==> src/port_pin_defs.svh <==
/*
 offsets, reset values, field positions and codes of the pin function block.
 assumes inclusion by bare name from design files.
*/
`ifndef PORT_PIN_DEFS_SVH
`define PORT_PIN_DEFS_SVH
`define PP_ADDR_W 8
`define PP_DATA_W 16
`define OFS_PA_LOW_FUNC 8'h00
`define OFS_PB_DIR 8'h04
`define OFS_PB_HIGH_FUNC 8'h08
`define OFS_PB_LOW_FUNC 8'h0c
`define OFS_PA_LOW_PINS 8'h10
`define OFS_PB_DIR_ACTIVE 8'h14
`define RST_PA_LOW_FUNC 16'hff95
`define RST_PB_DIR 16'h0000
`define RST_PB_FUNC 16'h0000
`define PA_LOW_RSVD_MASK 16'haa00
`define POS_PIN7 14
`define POS_PIN6 12
`define POS_PIN5 10
`define POS_PIN4 8
`define POS_PIN3 6
`define POS_PIN2 4
`define POS_PIN1 2
`define POS_PIN0 0
`define PB_SERIAL_CLOCK_CH1_PIN 13
`define PB_SERIAL_CLOCK_CH0_PIN 12
`define PB_TIMER_PINS 16'h003f
`define PB_CODE_GPIO 2'b00
`define PB_CODE_TIMER 2'b10
`define PB_CODE_SCK 2'b10
`endif

==> src/port_pin_pkg.sv <==
/*
 types shared by the pin function block.
 assumes nothing of its surroundings.
*/
package port_pin_pkg;
   typedef enum logic [1:0]
   {
      fn2_gpio = 2'b00,
      fn2_primary = 2'b01,
      fn2_secondary = 2'b10,
      fn2_reserved = 2'b11
   } pa_fn2_t;
   typedef struct packed
   {
      logic out;
      logic oe;
      logic pu;
   } pad_drive_t;
endpackage
==> src/pad_ctl_if.sv <==
/*
 carrier between the pin core and the pad register stage.
 assumes both ends sit in the same mclk domain.
*/
`timescale 1ns/100ps
`default_nettype none
interface pad_ctl_if #(parameter int N = 8);
   port_pin_pkg::pad_drive_t [N-1:0] drive_d;
   port_pin_pkg::pad_drive_t [N-1:0] drive_q;
   modport core (output drive_d, input drive_q);
   modport pad (input drive_d, output drive_q);
endinterface
`default_nettype wire

==> src/pad_stage.sv <==
/*
 registers the drive, enable and pull-up of a group of pins.
 assumes mclk and rst_n of the pin core.
*/
`timescale 1ns/100ps
`default_nettype none
module pad_stage #(parameter int N = 8)
(
   // clock and reset
   input wire logic mclk,
   input wire logic rst_n,
   // pin drive
   pad_ctl_if.pad pads
);
   // pins come up undriven with no pull-up until the first edge
   always_ff @(posedge mclk or negedge rst_n)
   begin
      if (!rst_n)
         pads.drive_q <= '0;
      else
         pads.drive_q <= pads.drive_d;
   end
endmodule
`default_nettype wire

==> src/port_pin_function_select.sv <==
/*
 function select and direction logic for port A pins 0..7 and port B pins 0..15.
 assumes a plain register port in the mclk domain, rst_n as power-on reset
 and peripheral signals synchronous to mclk.
*/
// The register addresses and strobed register access were chosen for this implementation.
// Functional notes
// - low port A function bits 15, 13, 11 and 9 read as one and writes there are expected to be one.
// - bit 14 makes port A pin 7 gpio at 0 and bus grant acknowledge at 1, reset 1.
// - bit 12 makes port A pin 6 gpio at 0 and read strobe at 1, reset 1.
// - bit 10 makes port A pin 5 gpio at 0 and upper write or lower byte strobe at 1, reset 1.
// - bit 8 makes port A pin 4 gpio at 0 and lower or single write strobe at 1, reset 1.
// - bits 7:6 give pin 3 gpio, chip select seven or wait input, 11 reserved, reset 10.
// - pin 3 pull-up is on only as wait input and only when the bus controller asks for it.
// - bits 5:4 give pin 2 gpio, chip select six or timer 0 compare B, reset 01.
// - bits 3:2 give pin 1 gpio, chip select five or row strobe, reset 01.
// - bits 1:0 give pin 0 gpio, chip select four or timer 0 compare A, reset 01.
// - port B direction has one bit per pin, one drives the pin and zero makes it input.
// - a port B direction bit counts only for gpio, timer pins of channels 2 to 4 and serial clocks.
// - port B direction clears on power-on reset only.
// - port B functions sit in a high register for pins 15..8 and a low one for pins 7..0.
// - both port B function registers clear on power-on reset only.
// - the low port A function register loads ff95 on power-on reset only.
`timescale 1ns/100ps
`default_nettype none
`include "port_pin_defs.svh"
module port_pin_function_select
(
   // clock and power-on reset
   input wire logic mclk,
   input wire logic rst_n,
   // register port
   input wire logic [`PP_ADDR_W-1:0] reg_addr,
   input wire logic [`PP_DATA_W-1:0] reg_wdata,
   input wire logic reg_wr,
   input wire logic reg_rd,
   output logic [`PP_DATA_W-1:0] reg_rdata,
   // port A general i/o side
   input wire logic [7:0] pa_gpio_out,
   input wire logic [7:0] pa_gpio_dir,
   // bus controller signals
   input wire logic bus_grant_ack,
   input wire logic read_strobe,
   input wire logic high_byte_store_strobe,
   input wire logic low_byte_store_strobe,
   input wire logic chip_select_seven,
   input wire logic chip_select_six,
   input wire logic chip_select_five,
   input wire logic chip_select_four,
   input wire logic row_strobe,
   input wire logic wait_pullup_sel,
   output logic wait_in,
   // timer channel 0
   input wire logic timer0_cc_a_out,
   input wire logic timer0_cc_a_oe,
   input wire logic timer0_cc_b_out,
   input wire logic timer0_cc_b_oe,
   output logic timer0_cc_a_in,
   output logic timer0_cc_b_in,
   // port A pins 0..7
   input wire logic [7:0] pa_pin_in,
   output logic [7:0] pa_pin_out,
   output logic [7:0] pa_pin_oe,
   output logic [7:0] pa_pin_pu,
   // port B general i/o and peripheral side
   input wire logic [15:0] pb_gpio_out,
   input wire logic [15:0] pb_periph_out,
   input wire logic [15:0] pb_periph_oe,
   output logic [31:0] pb_func_sel,
   output logic [15:0] pb_dir_active,
   // port B pins 0..15
   output logic [15:0] pb_pin_out,
   output logic [15:0] pb_pin_oe
);
   logic [15:0] pa_func_q;
   logic [15:0] pb_dir_q;
   logic [15:0] pb_high_func_q;
   logic [15:0] pb_low_func_q;
   logic [15:0] rdata_q;
   logic [15:0] rdata_d;
   logic wait_in_q;
   logic tmr_a_in_q;
   logic tmr_b_in_q;
   logic [15:0] pb_dir_active_q;
   logic [31:0] pb_func_all;
   logic [15:0] pb_dir_en;
   logic [15:0] pa_func_rd;
   port_pin_pkg::pa_fn2_t pin3_fn;
   port_pin_pkg::pa_fn2_t pin2_fn;
   port_pin_pkg::pa_fn2_t pin1_fn;
   port_pin_pkg::pa_fn2_t pin0_fn;

   pad_ctl_if #(.N(8)) pa_pads ();
   pad_ctl_if #(.N(16)) pb_pads ();

   pad_stage #(.N(8)) u_pa_pads
   (
      .mclk(mclk),
      .rst_n(rst_n),
      .pads(pa_pads.pad)
   );

   pad_stage #(.N(16)) u_pb_pads
   (
      .mclk(mclk),
      .rst_n(rst_n),
      .pads(pb_pads.pad)
   );

   // register writes; rst_n is the power-on reset, manual reset,
   // standby and sleep never reach these flops
   always_ff @(posedge mclk or negedge rst_n)
   begin
      if (!rst_n)
         pa_func_q <= `RST_PA_LOW_FUNC;
      else if (reg_wr && reg_addr == `OFS_PA_LOW_FUNC)
         pa_func_q <= reg_wdata | `PA_LOW_RSVD_MASK;
   end

   always_ff @(posedge mclk or negedge rst_n)
   begin
      if (!rst_n)
         pb_dir_q <= `RST_PB_DIR;
      else if (reg_wr && reg_addr == `OFS_PB_DIR)
         pb_dir_q <= reg_wdata;
   end

   always_ff @(posedge mclk or negedge rst_n)
   begin
      if (!rst_n)
      begin
         pb_high_func_q <= `RST_PB_FUNC;
         pb_low_func_q <= `RST_PB_FUNC;
      end
      else if (reg_wr)
      begin
         if (reg_addr == `OFS_PB_HIGH_FUNC)
            pb_high_func_q <= reg_wdata;
         if (reg_addr == `OFS_PB_LOW_FUNC)
            pb_low_func_q <= reg_wdata;
      end
   end

   // reserved bits are forced on read too, so a stray flop upset cannot show
   assign pa_func_rd = pa_func_q | `PA_LOW_RSVD_MASK;

   // read mux; unmapped offsets read zero
   always_comb
   begin
      rdata_d = 16'h0000;
      case (reg_addr)
         `OFS_PA_LOW_FUNC: rdata_d = pa_func_rd;
         `OFS_PB_DIR: rdata_d = pb_dir_q;
         `OFS_PB_HIGH_FUNC: rdata_d = pb_high_func_q;
         `OFS_PB_LOW_FUNC: rdata_d = pb_low_func_q;
         `OFS_PA_LOW_PINS: rdata_d = {8'h00, pa_pin_in};
         `OFS_PB_DIR_ACTIVE: rdata_d = pb_dir_active_q;
         default: rdata_d = 16'h0000;
      endcase
   end

   // read data stand only in the cycle after the strobe
   always_ff @(posedge mclk or negedge rst_n)
   begin
      if (!rst_n)
         rdata_q <= 16'h0000;
      else if (reg_rd)
         rdata_q <= rdata_d;
      else
         rdata_q <= 16'h0000;
   end

   // field decode; a reserved code falls back to gpio
   always_comb
   begin
      pin3_fn = port_pin_pkg::pa_fn2_t'(pa_func_q[`POS_PIN3 +: 2]);
      pin2_fn = port_pin_pkg::pa_fn2_t'(pa_func_q[`POS_PIN2 +: 2]);
      pin1_fn = port_pin_pkg::pa_fn2_t'(pa_func_q[`POS_PIN1 +: 2]);
      pin0_fn = port_pin_pkg::pa_fn2_t'(pa_func_q[`POS_PIN0 +: 2]);
      if (pin3_fn == port_pin_pkg::fn2_reserved)
         pin3_fn = port_pin_pkg::fn2_gpio;
      if (pin2_fn == port_pin_pkg::fn2_reserved)
         pin2_fn = port_pin_pkg::fn2_gpio;
      if (pin1_fn == port_pin_pkg::fn2_reserved)
         pin1_fn = port_pin_pkg::fn2_gpio;
      if (pin0_fn == port_pin_pkg::fn2_reserved)
         pin0_fn = port_pin_pkg::fn2_gpio;
   end

   // port A pins 7..4: one bit each, strobes are always driven
   always_comb
   begin
      pa_pads.drive_d = '0;
      for (int i = 4; i < 8; i++)
      begin
         pa_pads.drive_d[i].out = pa_gpio_out[i];
         pa_pads.drive_d[i].oe = pa_gpio_dir[i];
      end
      if (pa_func_q[`POS_PIN7])
      begin
         pa_pads.drive_d[7].out = bus_grant_ack;
         pa_pads.drive_d[7].oe = 1'b1;
      end
      if (pa_func_q[`POS_PIN6])
      begin
         pa_pads.drive_d[6].out = read_strobe;
         pa_pads.drive_d[6].oe = 1'b1;
      end
      if (pa_func_q[`POS_PIN5])
      begin
         pa_pads.drive_d[5].out = high_byte_store_strobe;
         pa_pads.drive_d[5].oe = 1'b1;
      end
      if (pa_func_q[`POS_PIN4])
      begin
         pa_pads.drive_d[4].out = low_byte_store_strobe;
         pa_pads.drive_d[4].oe = 1'b1;
      end
      // pin 3
      case (pin3_fn)
         port_pin_pkg::fn2_primary:
         begin
            pa_pads.drive_d[3].out = chip_select_seven;
            pa_pads.drive_d[3].oe = 1'b1;
         end
         port_pin_pkg::fn2_secondary:
         begin
            pa_pads.drive_d[3].out = 1'b0;
            pa_pads.drive_d[3].oe = 1'b0;
            pa_pads.drive_d[3].pu = wait_pullup_sel;
         end
         default:
         begin
            pa_pads.drive_d[3].out = pa_gpio_out[3];
            pa_pads.drive_d[3].oe = pa_gpio_dir[3];
         end
      endcase
      // pin 2
      case (pin2_fn)
         port_pin_pkg::fn2_primary:
         begin
            pa_pads.drive_d[2].out = chip_select_six;
            pa_pads.drive_d[2].oe = 1'b1;
         end
         port_pin_pkg::fn2_secondary:
         begin
            pa_pads.drive_d[2].out = timer0_cc_b_out;
            pa_pads.drive_d[2].oe = timer0_cc_b_oe;
         end
         default:
         begin
            pa_pads.drive_d[2].out = pa_gpio_out[2];
            pa_pads.drive_d[2].oe = pa_gpio_dir[2];
         end
      endcase
      // pin 1
      case (pin1_fn)
         port_pin_pkg::fn2_primary:
         begin
            pa_pads.drive_d[1].out = chip_select_five;
            pa_pads.drive_d[1].oe = 1'b1;
         end
         port_pin_pkg::fn2_secondary:
         begin
            pa_pads.drive_d[1].out = row_strobe;
            pa_pads.drive_d[1].oe = 1'b1;
         end
         default:
         begin
            pa_pads.drive_d[1].out = pa_gpio_out[1];
            pa_pads.drive_d[1].oe = pa_gpio_dir[1];
         end
      endcase
      // pin 0
      case (pin0_fn)
         port_pin_pkg::fn2_primary:
         begin
            pa_pads.drive_d[0].out = chip_select_four;
            pa_pads.drive_d[0].oe = 1'b1;
         end
         port_pin_pkg::fn2_secondary:
         begin
            pa_pads.drive_d[0].out = timer0_cc_a_out;
            pa_pads.drive_d[0].oe = timer0_cc_a_oe;
         end
         default:
         begin
            pa_pads.drive_d[0].out = pa_gpio_out[0];
            pa_pads.drive_d[0].oe = pa_gpio_dir[0];
         end
      endcase
   end

   // inputs towards peripherals; wait is active low, so it idles high
   // whenever the pin belongs to someone else
   always_ff @(posedge mclk or negedge rst_n)
   begin
      if (!rst_n)
      begin
         wait_in_q <= 1'b1;
         tmr_a_in_q <= 1'b0;
         tmr_b_in_q <= 1'b0;
      end
      else
      begin
         wait_in_q <= (pin3_fn == port_pin_pkg::fn2_secondary) ? pa_pin_in[3] : 1'b1;
         tmr_b_in_q <= (pin2_fn == port_pin_pkg::fn2_secondary) & pa_pin_in[2];
         tmr_a_in_q <= (pin0_fn == port_pin_pkg::fn2_secondary) & pa_pin_in[0];
      end
   end

   assign pb_func_all = {pb_high_func_q, pb_low_func_q};

   // which port B pins obey their direction bit
   always_comb
   begin
      for (int i = 0; i < 16; i++)
      begin
         pb_dir_en[i] = (pb_func_all[2*i +: 2] == `PB_CODE_GPIO)
            || ((((`PB_TIMER_PINS >> i) & 16'h0001) != 16'h0000)
              && pb_func_all[2*i +: 2] == `PB_CODE_TIMER)
            || ((i == `PB_SERIAL_CLOCK_CH1_PIN || i == `PB_SERIAL_CLOCK_CH0_PIN)
              && pb_func_all[2*i +: 2] == `PB_CODE_SCK);
      end
   end

   // port B drive; other functions leave the enable to their peripheral
   always_comb
   begin
      pb_pads.drive_d = '0;
      for (int i = 0; i < 16; i++)
      begin
         if (pb_dir_en[i])
         begin
            pb_pads.drive_d[i].oe = pb_dir_q[i];
            pb_pads.drive_d[i].out = (pb_func_all[2*i +: 2] == `PB_CODE_GPIO) ?
               pb_gpio_out[i] : pb_periph_out[i];
         end
         else
         begin
            pb_pads.drive_d[i].oe = pb_periph_oe[i];
            pb_pads.drive_d[i].out = pb_periph_out[i];
         end
      end
   end

   always_ff @(posedge mclk or negedge rst_n)
   begin
      if (!rst_n)
         pb_dir_active_q <= 16'h0000;
      else
         pb_dir_active_q <= pb_dir_en & pb_dir_q;
   end

   // outputs, each straight from a flop
   always_comb
   begin
      for (int i = 0; i < 8; i++)
      begin
         pa_pin_out[i] = pa_pads.drive_q[i].out;
         pa_pin_oe[i] = pa_pads.drive_q[i].oe;
         pa_pin_pu[i] = pa_pads.drive_q[i].pu;
      end
      for (int i = 0; i < 16; i++)
      begin
         pb_pin_out[i] = pb_pads.drive_q[i].out;
         pb_pin_oe[i] = pb_pads.drive_q[i].oe;
      end
   end

   assign reg_rdata = rdata_q;
   assign wait_in = wait_in_q;
   assign timer0_cc_a_in = tmr_a_in_q;
   assign timer0_cc_b_in = tmr_b_in_q;
   assign pb_func_sel = pb_func_all;
   assign pb_dir_active = pb_dir_active_q;
endmodule
`default_nettype wire

==> config.mk <==
export PLATFORM = sky130hd
export DESIGN_NAME = port_pin_function_select
export DESIGN_NICKNAME = d
export VERILOG_FILES = /design/src/port_pin_pkg.sv /design/src/pad_ctl_if.sv /design/src/pad_stage.sv /design/src/port_pin_function_select.sv
export VERILOG_INCLUDE_DIRS = /design/src
export SDC_FILE = /design/constraint.sdc
export NUM_CORES = 1
export LEC_CHECK = 0
export BUFFER_PORTS_ARGS = -buffer_cell sky130_fd_sc_hd__clkbuf_2
export CAP_MARGIN = 20
export CORE_ASPECT_RATIO = 1.1
export CORE_MARGIN = 8
export CORE_UTILIZATION = 49
export DETAILED_ROUTE_END_ITERATION = 10
export PLACE_DENSITY = 0.82
export SLEW_MARGIN = 20
export SYNTH_ARGS = -nofsm -noshare
export SYNTH_HDL_FRONTEND = slang
export SYNTH_SLANG_ARGS = --single-unit
==> constraint.sdc <==
create_clock -name mclk -period 1.4 [get_ports mclk]
set_input_delay 0.28 -clock mclk [delete_from_list [all_inputs] [get_ports mclk]]
set_output_delay 0.28 -clock mclk [all_outputs]
set_load 0.01 [all_outputs]
==> tab_implementation.tex, run 1 <==
\begin{tabular}{lr}
\hline
Metric & Value \\
\hline
\multicolumn{2}{l}{\textbf{Outcome}} \\
\quad Run status & finished clean \\
\multicolumn{2}{l}{\textbf{Detailed routing}} \\
\quad Via Count & 4515 \\
\quad Post-detailed-route wirelength per cell & 20.9 um \\
\quad Number of search-and-repair iterations in the first detailed-routing pass & 4 \\
\quad Initial drt markers & 225 \\
\quad Final wirelength & 18.0 mm \\
\quad Drc violations & 0 \\
\quad Antenna viol nets, final & 0 \\
\quad Routed via count divided by cell count & 5.26 \\
\multicolumn{2}{l}{\textbf{Floorplanning}} \\
\quad Die width & 121 um \\
\quad Die footprint & 0.0160 mm2 \\
\quad Vertical extent of the die & 132 um \\
\quad Area inside the core boundary & 0.0120 mm2 \\
\quad Rows & 42 \\
\quad Starting density of the core & 0.499 \\
\quad I/O Pins & 237 \\
\multicolumn{2}{l}{\textbf{Worst hold path}} \\
\quad Cell depth of the worst hold path & 2 \\
\quad Tightest Hold Check Type & input pin to flip-flop \\
\quad Min-Delay Endpoint & u\_pa\_pads.pads.drive\_q[19] \\
\quad Launch point of the worst hold path & pa\_gpio\_dir[6] \\
\multicolumn{2}{l}{\textbf{GRT}} \\
\quad Total global-route track usage & 0.225 \\
\quad Total gr overflow & 0 \\
\quad Antenna violations before repair & 1 \\
\quad Largest net degree at the start of global routing & 48 \\
\quad First-pass GRT wire length & 27.5 mm \\
\quad Via count of the first global-routing pass & 5145 \\
\multicolumn{2}{l}{\textbf{Timing}} \\
\quad Fin Hold WS & 0.0569 ns \\
\quad RSZ-0062 raised after global routing & false \\
\quad Setup-violating endpoint count in the final report & 0 \\
\quad Final hold violations & 0 \\
\quad Final critical-path share of the clock period & 0.966 \\
\quad Clock tree skew after final layout & 0.00851 ns \\
\quad Tmin final & 1.35 ns \\
\quad Final slew viol count & 0 \\
\quad Achievable clock frequency & 740 MHz \\
\multicolumn{2}{l}{\textbf{Logic synthesis}} \\
\quad Cell count after synthesis & 417 \\
\quad Synth warn & 0 \\
\quad Number of distinct standard cells referenced by the synthesized netlist & 32 \\
\quad Post-synthesis instance area & 0.00598 mm2 \\
\quad Register bit total from synthesis & 144 \\
\quad Fraction of the yosys area taken by sequential cells & 0.604 \\
\quad Mean cell area of the mapped netlist & 14.3 um2 \\
\multicolumn{2}{l}{\textbf{Job}} \\
\quad Max-capacitance violation count & 0 \\
\multicolumn{2}{l}{\textbf{Setup path}} \\
\quad Worst R2R Start & pa\_func\_q[6] \\
\quad Crit Path Category & flip-flop to output port \\
\quad Crit path buffers/inverters & 1 \\
\quad Worst Setup End Kind & output port \\
\quad Worst-path maximum fanout & 6 \\
\quad Worst path max stage delay & 0.47 ns \\
\quad Cells along the critical path & clkbuf\_2 \\
\quad Endpoint of the most critical register-to-register path & u\_pa\_pads.pads.drive\_q[10] \\
\quad Worst endpoint data arrival time & 1.07 ns \\
\quad Worst reg-to-reg setup slack & 0.13 ns \\
\quad Cell depth of the worst flop-to-flop path & 3 \\
\quad Crit start category & flip-flop \\
\quad Delay-heaviest family, CP & flip-flops \\
\quad Master of the slowest instance on the critical path & sky130\_fd\_sc\_hd\_\_dfrtp\_1 \\
\quad Endpoint required time on the critical path & 1.12 ns \\
\multicolumn{2}{l}{\textbf{Pwr}} \\
\quad Power density of the placed cells & 1230 mW/mm2 \\
\quad Leakage power of the design & 4.37 nW \\
\quad Maximum resistive drop on vdd & 675 uV \\
\multicolumn{2}{l}{\textbf{Placed design}} \\
\quad Final weighted congestion of routability-driven global placement & 0.832 \\
\quad Cells after DPL & 824 \\
\quad Number of port buffers & 229 \\
\quad Detail Placement HPWL & 14.0 mm \\
\multicolumn{2}{l}{\textbf{Final layout}} \\
\quad Final Core Density & 0.683 \\
\quad Layout Area Growth over Synthesis & 36.7\% \\
\quad Final cell count without fillers & 858 \\
\quad Number of nets in the layout & 812 \\
\quad Proportion of layout cells with a drive suffix above 1 & 0.593 \\
\multicolumn{2}{l}{\textbf{Clock network}} \\
\quad Master cell of the clock root buffer & sky130\_fd\_sc\_hd\_\_clkbuf\_16 \\
\quad Total clock sinks & 144 \\
\quad H-tree lvl count & 4 \\
\quad CTS buffer count & 17 \\
\quad Clock-pin transition on the worst setup and hold timing paths & 0.06 ns \\
\quad TritonCTS clock tree & done \\
\quad Latest clock arrival within the worst-skew pair & 0.41 ns \\
\quad Clock buffer depth & 2 \\
\hline
\end{tabular}
==> synthesized netlist by cell type <==
master                     number  area share
sky130_fd_sc_hd__dfrtp_1      135        0.56
sky130_fd_sc_hd__mux2_2        89        0.17
sky130_fd_sc_hd__nor2_1        23       0.014
sky130_fd_sc_hd__mux2i_1       16       0.027
sky130_fd_sc_hd__inv_1         15      0.0094
sky130_fd_sc_hd__and2_1        11       0.012
sky130_fd_sc_hd__o22ai_1       11       0.012
sky130_fd_sc_hd__buf_2         10      0.0084
sky130_fd_sc_hd__dfstp_2        9       0.040
sky130_fd_sc_hd__nor2b_1        9      0.0094
sky130_fd_sc_hd__a21o_1         8       0.010
sky130_fd_sc_hd__ha_1           8       0.017
sky130_fd_sc_hd__mux4_2         8       0.030
sky130_fd_sc_hd__nand2_1        8      0.0050
sky130_fd_sc_hd__a22oi_1        7      0.0088
sky130_fd_sc_hd__buf_4          7      0.0088
sky130_fd_sc_hd__o21ai_0        7      0.0059
sky130_fd_sc_hd__a21boi_0       4      0.0050
sky130_fd_sc_hd__mux2_1         4      0.0075
sky130_fd_sc_hd__nand3_1        4      0.0033
sky130_fd_sc_hd__o32ai_1        4      0.0059
sky130_fd_sc_hd__or2_2          4      0.0042
sky130_fd_sc_hd__nand2b_1       3      0.0031
sky130_fd_sc_hd__nand3_2        3      0.0050
sky130_fd_sc_hd__a21oi_1        2      0.0017
sky130_fd_sc_hd__nor4b_4        2      0.0079
sky130_fd_sc_hd__clkbuf_1       1     0.00063
sky130_fd_sc_hd__conb_1         1     0.00063
sky130_fd_sc_hd__nand3b_1       1      0.0013
sky130_fd_sc_hd__nor3_2         1      0.0017
sky130_fd_sc_hd__nor3b_2        1      0.0021
sky130_fd_sc_hd__or4b_1         1      0.0017
==> placed cells by master, fill, tap and decap left out, types with 7 or more instances in the layout <==
| master | n |
|---|---|
| sky130_fd_sc_hd__inv_1 | 15 |
| sky130_fd_sc_hd__dfrtp_1 | 133 |
| sky130_fd_sc_hd__a21o_1 | 8 |
| sky130_fd_sc_hd__clkbuf_16 | 17 |
| sky130_fd_sc_hd__nand2_1 | 8 |
| sky130_fd_sc_hd__o21ai_0 | 7 |
| sky130_fd_sc_hd__o22ai_1 | 11 |
| sky130_fd_sc_hd__nor2_1 | 23 |
| sky130_fd_sc_hd__dfstp_2 | 9 |
| sky130_fd_sc_hd__and2_1 | 11 |
| sky130_fd_sc_hd__buf_4 | 32 |
| sky130_fd_sc_hd__clkbuf_2 | 228 |
| sky130_fd_sc_hd__mux4_2 | 8 |
| sky130_fd_sc_hd__mux2i_1 | 16 |
| sky130_fd_sc_hd__a22oi_1 | 7 |
| sky130_fd_sc_hd__mux2_2 | 89 |
| sky130_fd_sc_hd__conb_1 | 7 |
| sky130_fd_sc_hd__ha_1 | 8 |
| sky130_fd_sc_hd__nor2b_1 | 8 |
==> worst max-delay path by stage <==
stage,start,depth (start not counted),end
CTS,pb_high_func_q[8],1,pb_func_sel[24]
global route,pb_low_func_q[0],2,pb_func_sel[0]
floorplan,reg_addr[6],4,pb_low_func_q[15]
detailed placement,reg_addr[6],5,reg_rdata[3]
global placement,reg_addr[6],5,pa_func_q[3]
finish,pb_low_func_q[8],1,pb_func_sel[8]
==> state kept, by name (all words and copies together), names as in the netlist <==
register and flops:
u_pb_pads.pads.drive_q 32, u_pa_pads.pads.drive_q 17, pb_dir_active 16, pb_dir_q 16, pb_high_func_q 16, pb_low_func_q 16
reg_rdata 16, pa_func_q 12, timer0_cc_a_in 1, timer0_cc_b_in 1, wait_in 1
==> per-layer routing <==
layer  track usage  wire length, um  vias up
met5             0                0        -
met4        0.0981              625        0
met3        0.0775             1450       37
met2         0.396             9410      195
met1         0.234             6480     2260
li1              -                -     2023
==> cell type report <==
| class | count | area (um2) |
|---|---|---|
| diodes | 1 | 2.50 |
| clock buffers | 21 | 460 |
| clock inverters | 11 | 130 |
| fillers | 889 | 3800 |
| inverters | 15 | 56.3 |
| multi-input cells | 246 | 2240 |
| flip-flops and latches | 144 | 3620 |
| well taps | 154 | 193 |
| repair buffers | 266 | 1480 |
==> where the power goes <==
part           leakage, nW  internal (W)  switching [W]  total, W
combinational         2.21      0.000547       0.000562   0.00111
sequential            1.89       0.00439       0.000147   0.00454
clock                0.276       0.00273        0.00173   0.00446
total                 4.37       0.00767        0.00243    0.0101
==> worst reg2reg max path, cell delays in order, from the launching register on <==
cell and delay, ns:
sky130_fd_sc_hd__dfrtp_1 0.42, sky130_fd_sc_hd__inv_1 0.07, sky130_fd_sc_hd__ha_1 0.33, sky130_fd_sc_hd__mux2_2 0.34
==> stage by stage <==
step | total power [W] | area (um2) | setup TNS, ns | setup WS (ns)
floorplan | 0.00508 | 6050 | -1.46 | -0.0603
global placement | 0.00567 | 7570 | -12.77 | -0.206
detailed placement | 0.00572 | 7570 | -17.37 | -0.299
CTS | 0.0102 | 8180 | 0 | 0.00499
global route | 0.0105 | 8180 | 0 | 0.00792
finish | 0.0101 | 8180 | 0 | 0.0482
==> kinds of logic after synthesis <==
kind of cell | synth area share
fa+ha+maj | 0.0167
simple gates | 0.0707
other cells | 0.000627
compound gates | 0.0487
mux | 0.232
flops | 0.604
buf+inv | 0.0272
==> repair_timing <==
item,in CTS,in global routing
setup endpoints to repair,0,2
setup buffers,0,0
endpoints found under the hold margin,25,0
gates resized for setup,0,2
hold buffers,1,0
(Power assumes the default switching activity.)
==> inputs of run 2 (changes only) <==
--- a/config.mk
+++ b/config.mk
@@ -13,6 +13,7 @@
 export CORE_UTILIZATION = 49
 export DETAILED_ROUTE_END_ITERATION = 10
 export PLACE_DENSITY = 0.82
+export REMOVE_ABC_BUFFERS = 1
 export SLEW_MARGIN = 20
 export SYNTH_ARGS = -nofsm -noshare
 export SYNTH_HDL_FRONTEND = slang
==> run 2 against run 1 <==
  * First-iteration DRC count decreased by 21%
  * Clock skew decreased by 0.0021 ns
  * Wire length decreased by 2.0%
  * Core utilization decreased by 0.55 points
  * Largest cell class unchanged
  * Highest routed layer unchanged
==> tab_implementation.tex, run 2 (synthesis results as in run 1) <==
\begin{tabular}{lr}
\hline
Metric & Value \\
\hline
\multicolumn{2}{l}{\textbf{Pwr}} \\
\quad Power density of the placed cells & 1210 mW/mm2 (was 1230 mW/mm2) \\
\quad Switching share of total power & 0.233 (was 0.241) \\
\quad Maximum resistive drop on vdd & 726 uV (was 675 uV) \\
\quad Sequential share of power & 0.464 (was 0.449) \\
\quad Pwr Total & 0.00979 W (was 0.0101 W) \\
\quad Leakage power of the design & 4.35 nW (was 4.37 nW) \\
\quad Share of total power in the clock network & 0.424 (was 0.441) \\
\quad Part of the total power dissipated in combinational logic & 0.113 (was 0.110) \\
\quad Cell-internal power & 0.00751 W (was 0.00767 W) \\
\quad Net switching power & 0.00228 W (was 0.00243 W) \\
\multicolumn{2}{l}{\textbf{GRT}} \\
\quad Largest net degree at the start of global routing & 36 (was 48) \\
\quad Total global-route track usage & 0.222 (was 0.225) \\
\quad Antenna violations before repair & 0 (was 1) \\
\quad Via count of the first global-routing pass & 5122 (was 5145) \\
\quad First-pass GRT wire length & 27.4 mm (was 27.5 mm) \\
\quad Total gr overflow & 0 (unchanged) \\
\multicolumn{2}{l}{\textbf{Floorplanning}} \\
\quad Vertical extent of the die & 132 um (unchanged) \\
\quad Die width & 121 um (unchanged) \\
\quad I/O Pins & 237 (unchanged) \\
\quad Die footprint & 0.0160 mm2 (unchanged) \\
\quad Rows & 42 (unchanged) \\
\quad Area inside the core boundary & 0.0120 mm2 (unchanged) \\
\quad Starting density of the core & 0.499 (unchanged) \\
\multicolumn{2}{l}{\textbf{Final layout}} \\
\quad Largest reg by FF count & u\_pb\_pads.pads.drive\_q (unchanged) \\
\quad Count of antenna diodes in the layout & 0 (was 1) \\
\quad Number of nets in the layout & 809 (was 812) \\
\quad Layout Area Growth over Synthesis & 35.6\% (was 36.7\%) \\
\quad Proportion of layout cells with a drive suffix above 1 & 0.581 (was 0.593) \\
\quad Biggest regs & u\_pb\_pads.pads.drive\_q x32, u\_pa\_pads.pads.drive\_q x17 (unchanged) \\
\quad Final Core Density & 0.677 (was 0.683) \\
\quad Largest register FFs & 32 (unchanged) \\
\quad Post-route cell area & 0.00811 mm2 (was 0.00818 mm2) \\
\quad Commonest cells after routing, fill and taps aside & 228 x sky130\_fd\_sc\_hd\_\_clkbuf\_2, 133 x sky130\_fd\_sc\_hd\_\_dfrtp\_1, 89 x sky130\_fd\_sc\_hd\_\_mux2\_2 (unchanged) \\
\quad Most common cell after layout, fill and taps aside & sky130\_fd\_sc\_hd\_\_clkbuf\_2 (unchanged) \\
\multicolumn{2}{l}{\textbf{Setup path}} \\
\quad Worst reg-to-reg setup slack & 0.10 ns (was 0.13 ns) \\
\quad Crit Path Category & flip-flop to output port (unchanged) \\
\quad Worst path max stage delay & 0.47 ns (about the same) \\
\quad Endpoint required time on the critical path & 1.12 ns (about the same) \\
\quad Crit start category & flip-flop (unchanged) \\
\quad Cells along the critical path & clkbuf\_2 (unchanged) \\
\quad Master of the slowest instance on the critical path & sky130\_fd\_sc\_hd\_\_dfrtp\_1 (unchanged) \\
\quad Delay-heaviest family, CP & flip-flops (unchanged) \\
\quad Worst-path maximum fanout & 6 (unchanged) \\
\quad Crit path buffers/inverters & 1 (unchanged) \\
\quad Worst Setup End Kind & output port (unchanged) \\
\quad Worst endpoint data arrival time & 1.07 ns (about the same) \\
\multicolumn{2}{l}{\textbf{Detailed routing}} \\
\quad Met2 wire len & 9.25 mm (was 9.41 mm) \\
\quad Drc violations & 0 (unchanged) \\
\quad Routed via count divided by cell count & 5.27 (was 5.26) \\
\quad Final wirelength & 17.6 mm (was 18.0 mm) \\
\quad Via Count & 4497 (was 4515) \\
\quad Number of search-and-repair iterations in the first detailed-routing pass & 4 (unchanged) \\
\quad Initial drt markers & 178 (was 225) \\
\quad Post-detailed-route wirelength per cell & 20.6 um (was 20.9 um) \\
\quad Antenna viol nets, final & 0 (unchanged) \\
\quad Met1 Wirelength & 6.36 mm (was 6.48 mm) \\
\quad Uppermost metal layer occupied by signal nets & met4 (unchanged) \\
\quad Routed wire length on met3 & 1.58 mm (was 1.45 mm) \\
\multicolumn{2}{l}{\textbf{Timing}} \\
\quad Total negative slack & 0 ns (unchanged) \\
\quad Final critical-path share of the clock period & 0.965 (was 0.966) \\
\quad Fin Hold WS & 0.0602 ns (was 0.0569 ns) \\
\quad Final hold violations & 0 (unchanged) \\
\quad Achievable clock frequency & 741 MHz (was 740 MHz) \\
\quad RSZ-0062 raised after global routing & false (unchanged) \\
\quad Clock tree skew after final layout & 0.00644 ns (was 0.00851 ns) \\
\quad Setup-violating endpoint count in the final report & 0 (unchanged) \\
\quad Tmin final & 1.35 ns (about the same) \\
\quad Final slew viol count & 0 (unchanged) \\
\multicolumn{2}{l}{\textbf{Clock network}} \\
\quad TritonCTS clock tree & done (unchanged) \\
\quad CTS buffer count & 17 (unchanged) \\
\quad H-tree lvl count & 4 (unchanged) \\
\quad Total clock sinks & 144 (unchanged) \\
\quad Clock buffer depth & 2 (unchanged) \\
\quad Master cell of the clock root buffer & sky130\_fd\_sc\_hd\_\_clkbuf\_16 (unchanged) \\
\quad Latest clock arrival within the worst-skew pair & 0.40 ns (was 0.41 ns) \\
\quad Clock-pin transition on the worst setup and hold timing paths & 0.06 ns (about the same) \\
\multicolumn{2}{l}{\textbf{Outcome}} \\
\quad Run status & finished clean (unchanged) \\
\multicolumn{2}{l}{\textbf{Worst hold path}} \\
\quad Tightest Hold Check Type & input pin to flip-flop (unchanged) \\
\multicolumn{2}{l}{\textbf{Placed design}} \\
\quad Final weighted congestion of routability-driven global placement & 0.871 (was 0.832) \\
\quad Number of port buffers & 229 (unchanged) \\
\quad Detail Placement HPWL & 13.8 mm (was 14.0 mm) \\
\quad Dpl cell area & 0.00755 mm2 (was 0.00757 mm2) \\
\multicolumn{2}{l}{\textbf{Job}} \\
\quad Max-capacitance violation count & 0 (unchanged) \\
\hline
\end{tabular}
run 2: worst paths after layout:
kind                              startpoint                          to  cells past startpoint
setup / recovery            pb_low_func_q[4]              pb_func_sel[4]                      1
hold / removal                pa_gpio_dir[7]  u_pa_pads.pads.drive_q[22]                      2
setup reg to reg           pb_low_func_q[13]  u_pb_pads.pads.drive_q[19]                      2
hold reg to reg                 pb_dir_q[12]                pb_dir_q[12]                      1
max in group asynchronous              rst_n                pa_func_q[4]                      3
min in group asynchronous              rst_n  u_pb_pads.pads.drive_q[31]                      2
run 2: timing repair:
action	in CTS	in global routing
hold buffers	1	0
endpoints found under the hold margin	27	0
pin swaps	0	0
resized for setup	1	1
setup buffers	0	0
setup endpoints to repair	1	1
run 2: area by class of cell:
cell class / count / area (um2)
fillers: 903 / 3870
inverters: 15 / 56.3
repair buffers: 263 / 1470
clock buffers: 26 / 489
multi-input cells: 246 / 2230
clock inverters: 6 / 57.6
flip-flops and latches: 144 / 3620
well taps: 154 / 193
run 2: per-layer routing:
metal | GRT usage | vias to the layer above
met5 | 0 | -
met4 | 0.0954 | 0
met3 | 0.0763 | 33
met2 | 0.385 | 198
met1 | 0.238 | 2258
li1 | - | 2008
run 2: power by group through the flow:
stage	registers, W	clock network [W]	logic [W]
floorplan	0.00466	0	0.000372
global placement	0.00460	0	0.00107
detailed placement	0.00461	0	0.00111
CTS	0.00454	0.00424	0.00112
global route	0.00456	0.00440	0.00120
finish	0.00454	0.00415	0.00110
run 2: stage by stage:
stage | setup slack, ns | std cells
global route | 0.000665 | 854
detailed placement | -0.274 | 821
global placement | -0.220 | 821
CTS | 0.0187 | 854
finish | 0.0496 | 854
floorplan | -0.181 | 405
==> inputs of run 3 (changes only) <==
--- a/config.mk
+++ b/config.mk
@@ -11,6 +11,7 @@
 export CORE_ASPECT_RATIO = 1.1
 export CORE_MARGIN = 8
 export CORE_UTILIZATION = 49
+export CTS_BUF_LIST = sky130_fd_sc_hd__clkbuf_4 sky130_fd_sc_hd__clkbuf_8 sky130_fd_sc_hd__clkbuf_16
 export DETAILED_ROUTE_END_ITERATION = 10
 export PLACE_DENSITY = 0.82
 export REMOVE_ABC_BUFFERS = 1
==> run 3 against run 2 <==
  * Non-clock buffer count did not move
  * Power rose by 1.3%
  * Highest routed layer unchanged
  * Via count rose by 0.42%
  * Design area rose by 0.29%
  * Register-to-register slack barely moved
  * Wire length rose by 0.84%
  * Critical path type unchanged
  * Core utilization rose by 0.20 points
  * Clock skew rose by 0.0060 ns
  * First-iteration DRC count rose by 23%
  * Count of clock-buffer cells in the layout did not move
  * Clock power rose by 3%
  * Combinational power barely moved
==> tab_implementation.tex, run 3 (synthesis results as in run 1) <==
\begin{tabular}{lr}
\hline
Metric & Value \\
\hline
\multicolumn{2}{l}{\textbf{Final layout}} \\
\quad Number of nets in the layout & 809 (unchanged) \\
\quad Final Core Density & 0.679 (was 0.677) \\
\quad Multi-input gate area in the final layout & 0.00223 mm2 (unchanged) \\
\quad Filler Cell Count & 895 (was 903) \\
\quad Final cell count without fillers & 854 (unchanged) \\
\quad Count of antenna diodes in the layout & 0 (unchanged) \\
\quad Layout Area Growth over Synthesis & 36.0\% (was 35.6\%) \\
\quad Most common cell after layout, fill and taps aside & sky130\_fd\_sc\_hd\_\_clkbuf\_2 (unchanged) \\
\quad Largest register FFs & 32 (unchanged) \\
\quad Biggest regs & u\_pb\_pads.pads.drive\_q x32, u\_pa\_pads.pads.drive\_q x17 (unchanged) \\
\quad Storage element area & 0.00362 mm2 (about the same) \\
\quad Commonest cells after routing, fill and taps aside & 228 x sky130\_fd\_sc\_hd\_\_clkbuf\_2, 132 x sky130\_fd\_sc\_hd\_\_dfrtp\_1, 89 x sky130\_fd\_sc\_hd\_\_mux2\_2 (was 228 x sky130\_fd\_sc\_hd\_\_clkbuf\_2, 133 x sky130\_fd\_sc\_hd\_\_dfrtp\_1, 89 x sky130\_fd\_sc\_hd\_\_mux2\_2) \\
\quad Largest reg by FF count & u\_pb\_pads.pads.drive\_q (unchanged) \\
\quad Proportion of layout cells with a drive suffix above 1 & 0.591 (was 0.581) \\
\multicolumn{2}{l}{\textbf{Pwr}} \\
\quad Net switching power & 0.00229 W (was 0.00228 W) \\
\quad Leakage power of the design & 4.37 nW (was 4.35 nW) \\
\quad Pwr Total & 0.00992 W (was 0.00979 W) \\
\quad Sequential share of power & 0.458 (was 0.464) \\
\quad Switching share of total power & 0.231 (was 0.233) \\
\quad Cell-internal power & 0.00763 W (was 0.00751 W) \\
\quad Part of the total power dissipated in combinational logic & 0.111 (was 0.113) \\
\quad Maximum resistive drop on vdd & 754 uV (was 726 uV) \\
\quad Share of total power in the clock network & 0.431 (was 0.424) \\
\quad Power density of the placed cells & 1220 mW/mm2 (was 1210 mW/mm2) \\
\multicolumn{2}{l}{\textbf{Clock network}} \\
\quad CTS buffer count & 17 (unchanged) \\
\quad Post-CTS setup buffer count & 0 (unchanged) \\
\quad Clock buffer depth & 2 (unchanged) \\
\quad Master cell of the clock root buffer & sky130\_fd\_sc\_hd\_\_clkbuf\_16 (unchanged) \\
\quad Total clock sinks & 144 (unchanged) \\
\quad Clock-pin transition on the worst setup and hold timing paths & 0.06 ns (about the same) \\
\quad H-tree lvl count & 4 (unchanged) \\
\quad Latest clock arrival within the worst-skew pair & 0.41 ns (was 0.40 ns) \\
\quad TritonCTS clock tree & done (unchanged) \\
\multicolumn{2}{l}{\textbf{Detailed routing}} \\
\quad Routed via count divided by cell count & 5.29 (was 5.27) \\
\quad Post-detailed-route wirelength per cell & 20.8 um (was 20.6 um) \\
\quad Number of search-and-repair iterations in the first detailed-routing pass & 4 (unchanged) \\
\quad Via Count & 4516 (was 4497) \\
\quad Antenna viol nets, final & 0 (unchanged) \\
\quad Final wirelength & 17.8 mm (was 17.6 mm) \\
\quad Drc violations & 0 (unchanged) \\
\quad Initial drt markers & 219 (was 178) \\
\multicolumn{2}{l}{\textbf{Setup path}} \\
\quad Cell depth of the worst flop-to-flop path & 3 (was 2) \\
\quad Endpoint of the most critical register-to-register path & u\_pb\_pads.pads.drive\_q[34] (was u\_pb\_pads.pads.drive\_q[19]) \\
\quad Master of the slowest instance on the critical path & sky130\_fd\_sc\_hd\_\_dfrtp\_1 (unchanged) \\
\quad Delay-heaviest family, CP & flip-flops (unchanged) \\
\quad Worst endpoint data arrival time & 1.11 ns (was 1.07 ns) \\
\quad Worst reg-to-reg setup slack & 0.09 ns (was 0.10 ns) \\
\quad Worst-path maximum fanout & 6 (unchanged) \\
\quad Endpoint required time on the critical path & 1.12 ns (about the same) \\
\quad Crit path buffers/inverters & 1 (unchanged) \\
\quad Startpoint of the most critical setup path & pb\_low\_func\_q[4] (unchanged) \\
\quad Worst path max stage delay & 0.49 ns (was 0.47 ns) \\
\quad Worst Setup End Kind & output port (unchanged) \\
\quad Cells along the critical path & clkbuf\_2 (unchanged) \\
\quad Crit start category & flip-flop (unchanged) \\
\quad Worst R2R Start & pb\_high\_func\_q[7] (was pb\_low\_func\_q[13]) \\
\quad Crit Path Category & flip-flop to output port (unchanged) \\
\multicolumn{2}{l}{\textbf{GRT}} \\
\quad Via count of the first global-routing pass & 5140 (was 5122) \\
\quad First-pass GRT wire length & 27.5 mm (was 27.4 mm) \\
\quad Antenna violations before repair & 0 (unchanged) \\
\quad Largest net degree at the start of global routing & 36 (unchanged) \\
\quad Total global-route track usage & 0.223 (was 0.222) \\
\quad Total gr overflow & 0 (unchanged) \\
\multicolumn{2}{l}{\textbf{Floorplanning}} \\
\quad Starting density of the core & 0.499 (unchanged) \\
\quad Die footprint & 0.0160 mm2 (unchanged) \\
\quad Rows & 42 (unchanged) \\
\quad Die width & 121 um (unchanged) \\
\quad Area inside the core boundary & 0.0120 mm2 (unchanged) \\
\quad Vertical extent of the die & 132 um (unchanged) \\
\quad I/O Pins & 237 (unchanged) \\
\multicolumn{2}{l}{\textbf{Worst hold path}} \\
\quad Launch point of the worst hold path & pa\_gpio\_dir[7] (unchanged) \\
\quad Tightest Hold Check Type & input pin to flip-flop (unchanged) \\
\quad Cell depth of the worst hold path & 2 (unchanged) \\
\quad Min-Delay Endpoint & u\_pa\_pads.pads.drive\_q[22] (unchanged) \\
\multicolumn{2}{l}{\textbf{Timing}} \\
\quad Achievable clock frequency & 722 MHz (was 741 MHz) \\
\quad Final slew viol count & 0 (unchanged) \\
\quad Final critical-path share of the clock period & 0.990 (was 0.965) \\
\quad Tmin final & 1.39 ns (was 1.35 ns) \\
\quad Clock tree skew after final layout & 0.0124 ns (was 0.00644 ns) \\
\quad PnR worst setup slack & 0.0142 ns (was 0.0496 ns) \\
\quad Setup-violating endpoint count in the final report & 0 (unchanged) \\
\quad Final hold violations & 0 (unchanged) \\
\multicolumn{2}{l}{\textbf{Placed design}} \\
\quad Cells after DPL & 821 (unchanged) \\
\quad Detail Placement HPWL & 13.8 mm (unchanged) \\
\quad Number of port buffers & 229 (unchanged) \\
\quad Final weighted congestion of routability-driven global placement & 0.871 (unchanged) \\
\quad Post-placement setup slack & -0.274 ns (unchanged) \\
\multicolumn{2}{l}{\textbf{Outcome}} \\
\quad Run status & finished clean (unchanged) \\
\multicolumn{2}{l}{\textbf{Job}} \\
\quad Max-capacitance violation count & 0 (unchanged) \\
\hline
\end{tabular}
-- run 3: changes by cell type in the layout (fill, tap and decap cells not counted) --
| cell | change |
|---|---|
| sky130_fd_sc_hd__clkbuf_4 | +6 |
| sky130_fd_sc_hd__dfrtp_1 | -1 |
| sky130_fd_sc_hd__dfrtp_2 | +1 |
| sky130_fd_sc_hd__clkbuf_1 | -6 |
-- run 3: layout make-up --
type,instances,area share
repair buffers,263,0.181
inverters,15,0.00692
clock buffers,26,0.0629
well taps,154,0.0237
multi-input cells,246,0.274
flip-flops and latches,144,0.445
clock inverters,6,0.00707
-- run 3: how the worst max path moves through the flow --
| stage | endpoint | cells after the start |
|---|---|---|
| 4_1_cts | pb_func_sel[8] | 1 |
| 2_1_floorplan | pa_func_q[3] | 3 |
| 3_3_place_gp | reg_rdata[6] | 5 |
| 5_1_grt | pb_func_sel[4] | 1 |
| 6_report | pb_func_sel[4] | 1 |
| 3_5_place_dp | pb_low_func_q[15] | 6 |
-- run 3: worst reg2reg max path: cells and delay by family (launching register included) --
kind | cells | cell delay (ns)
buffers and inverters | 1 | 0.19
DFF | 1 | 0.43
and+or+nand+nor | 1 | 0.25
muxes | 1 | 0.33
-- run 3: metrics by stage --
stage / hold slack [ns] / setup TNS (ns) / area (um2)
after detailed placement: 0.208 / -14.81 / 7550
after global routing: 0.0381 / -0.00585 / 8140
after global placement: 0.203 / -11.23 / 7550
final: 0.0531 / 0 / 8140
after floorplan: -0.0156 / -4.66 / 5900
after CTS: 0.0391 / 0 / 8140
-- run 3: what timing repair did --
action,4_1_cts,5_1_grt
resized for setup,1,2
endpoints found under the setup margin,1,2
pin swaps,0,0
hold buffers,1,0
hold endpoints to repair,27,0
-- run 3: power by group through the flow --
stage | Clock, W | Combinational, W | Sequential, W
3_5_place_dp | 0 | 0.00111 | 0.00461
4_1_cts | 0.00436 | 0.00112 | 0.00454
6_report | 0.00428 | 0.00110 | 0.00454
2_1_floorplan | 0 | 0.000372 | 0.00466
5_1_grt | 0.00453 | 0.00121 | 0.00456
3_3_place_gp | 0 | 0.00107 | 0.00460
-- run 3: layer usage --
| layer | track usage | share of wire | vias up |
|---|---|---|---|
| met5 | 0 | 0 | - |
| met4 | 0.0920 | 0.021 | 0 |
| met3 | 0.0758 | 0.085 | 30 |
| met2 | 0.390 | 0.53 | 200 |
| met1 | 0.239 | 0.36 | 2270 |
| li1 | - | - | 2016 |
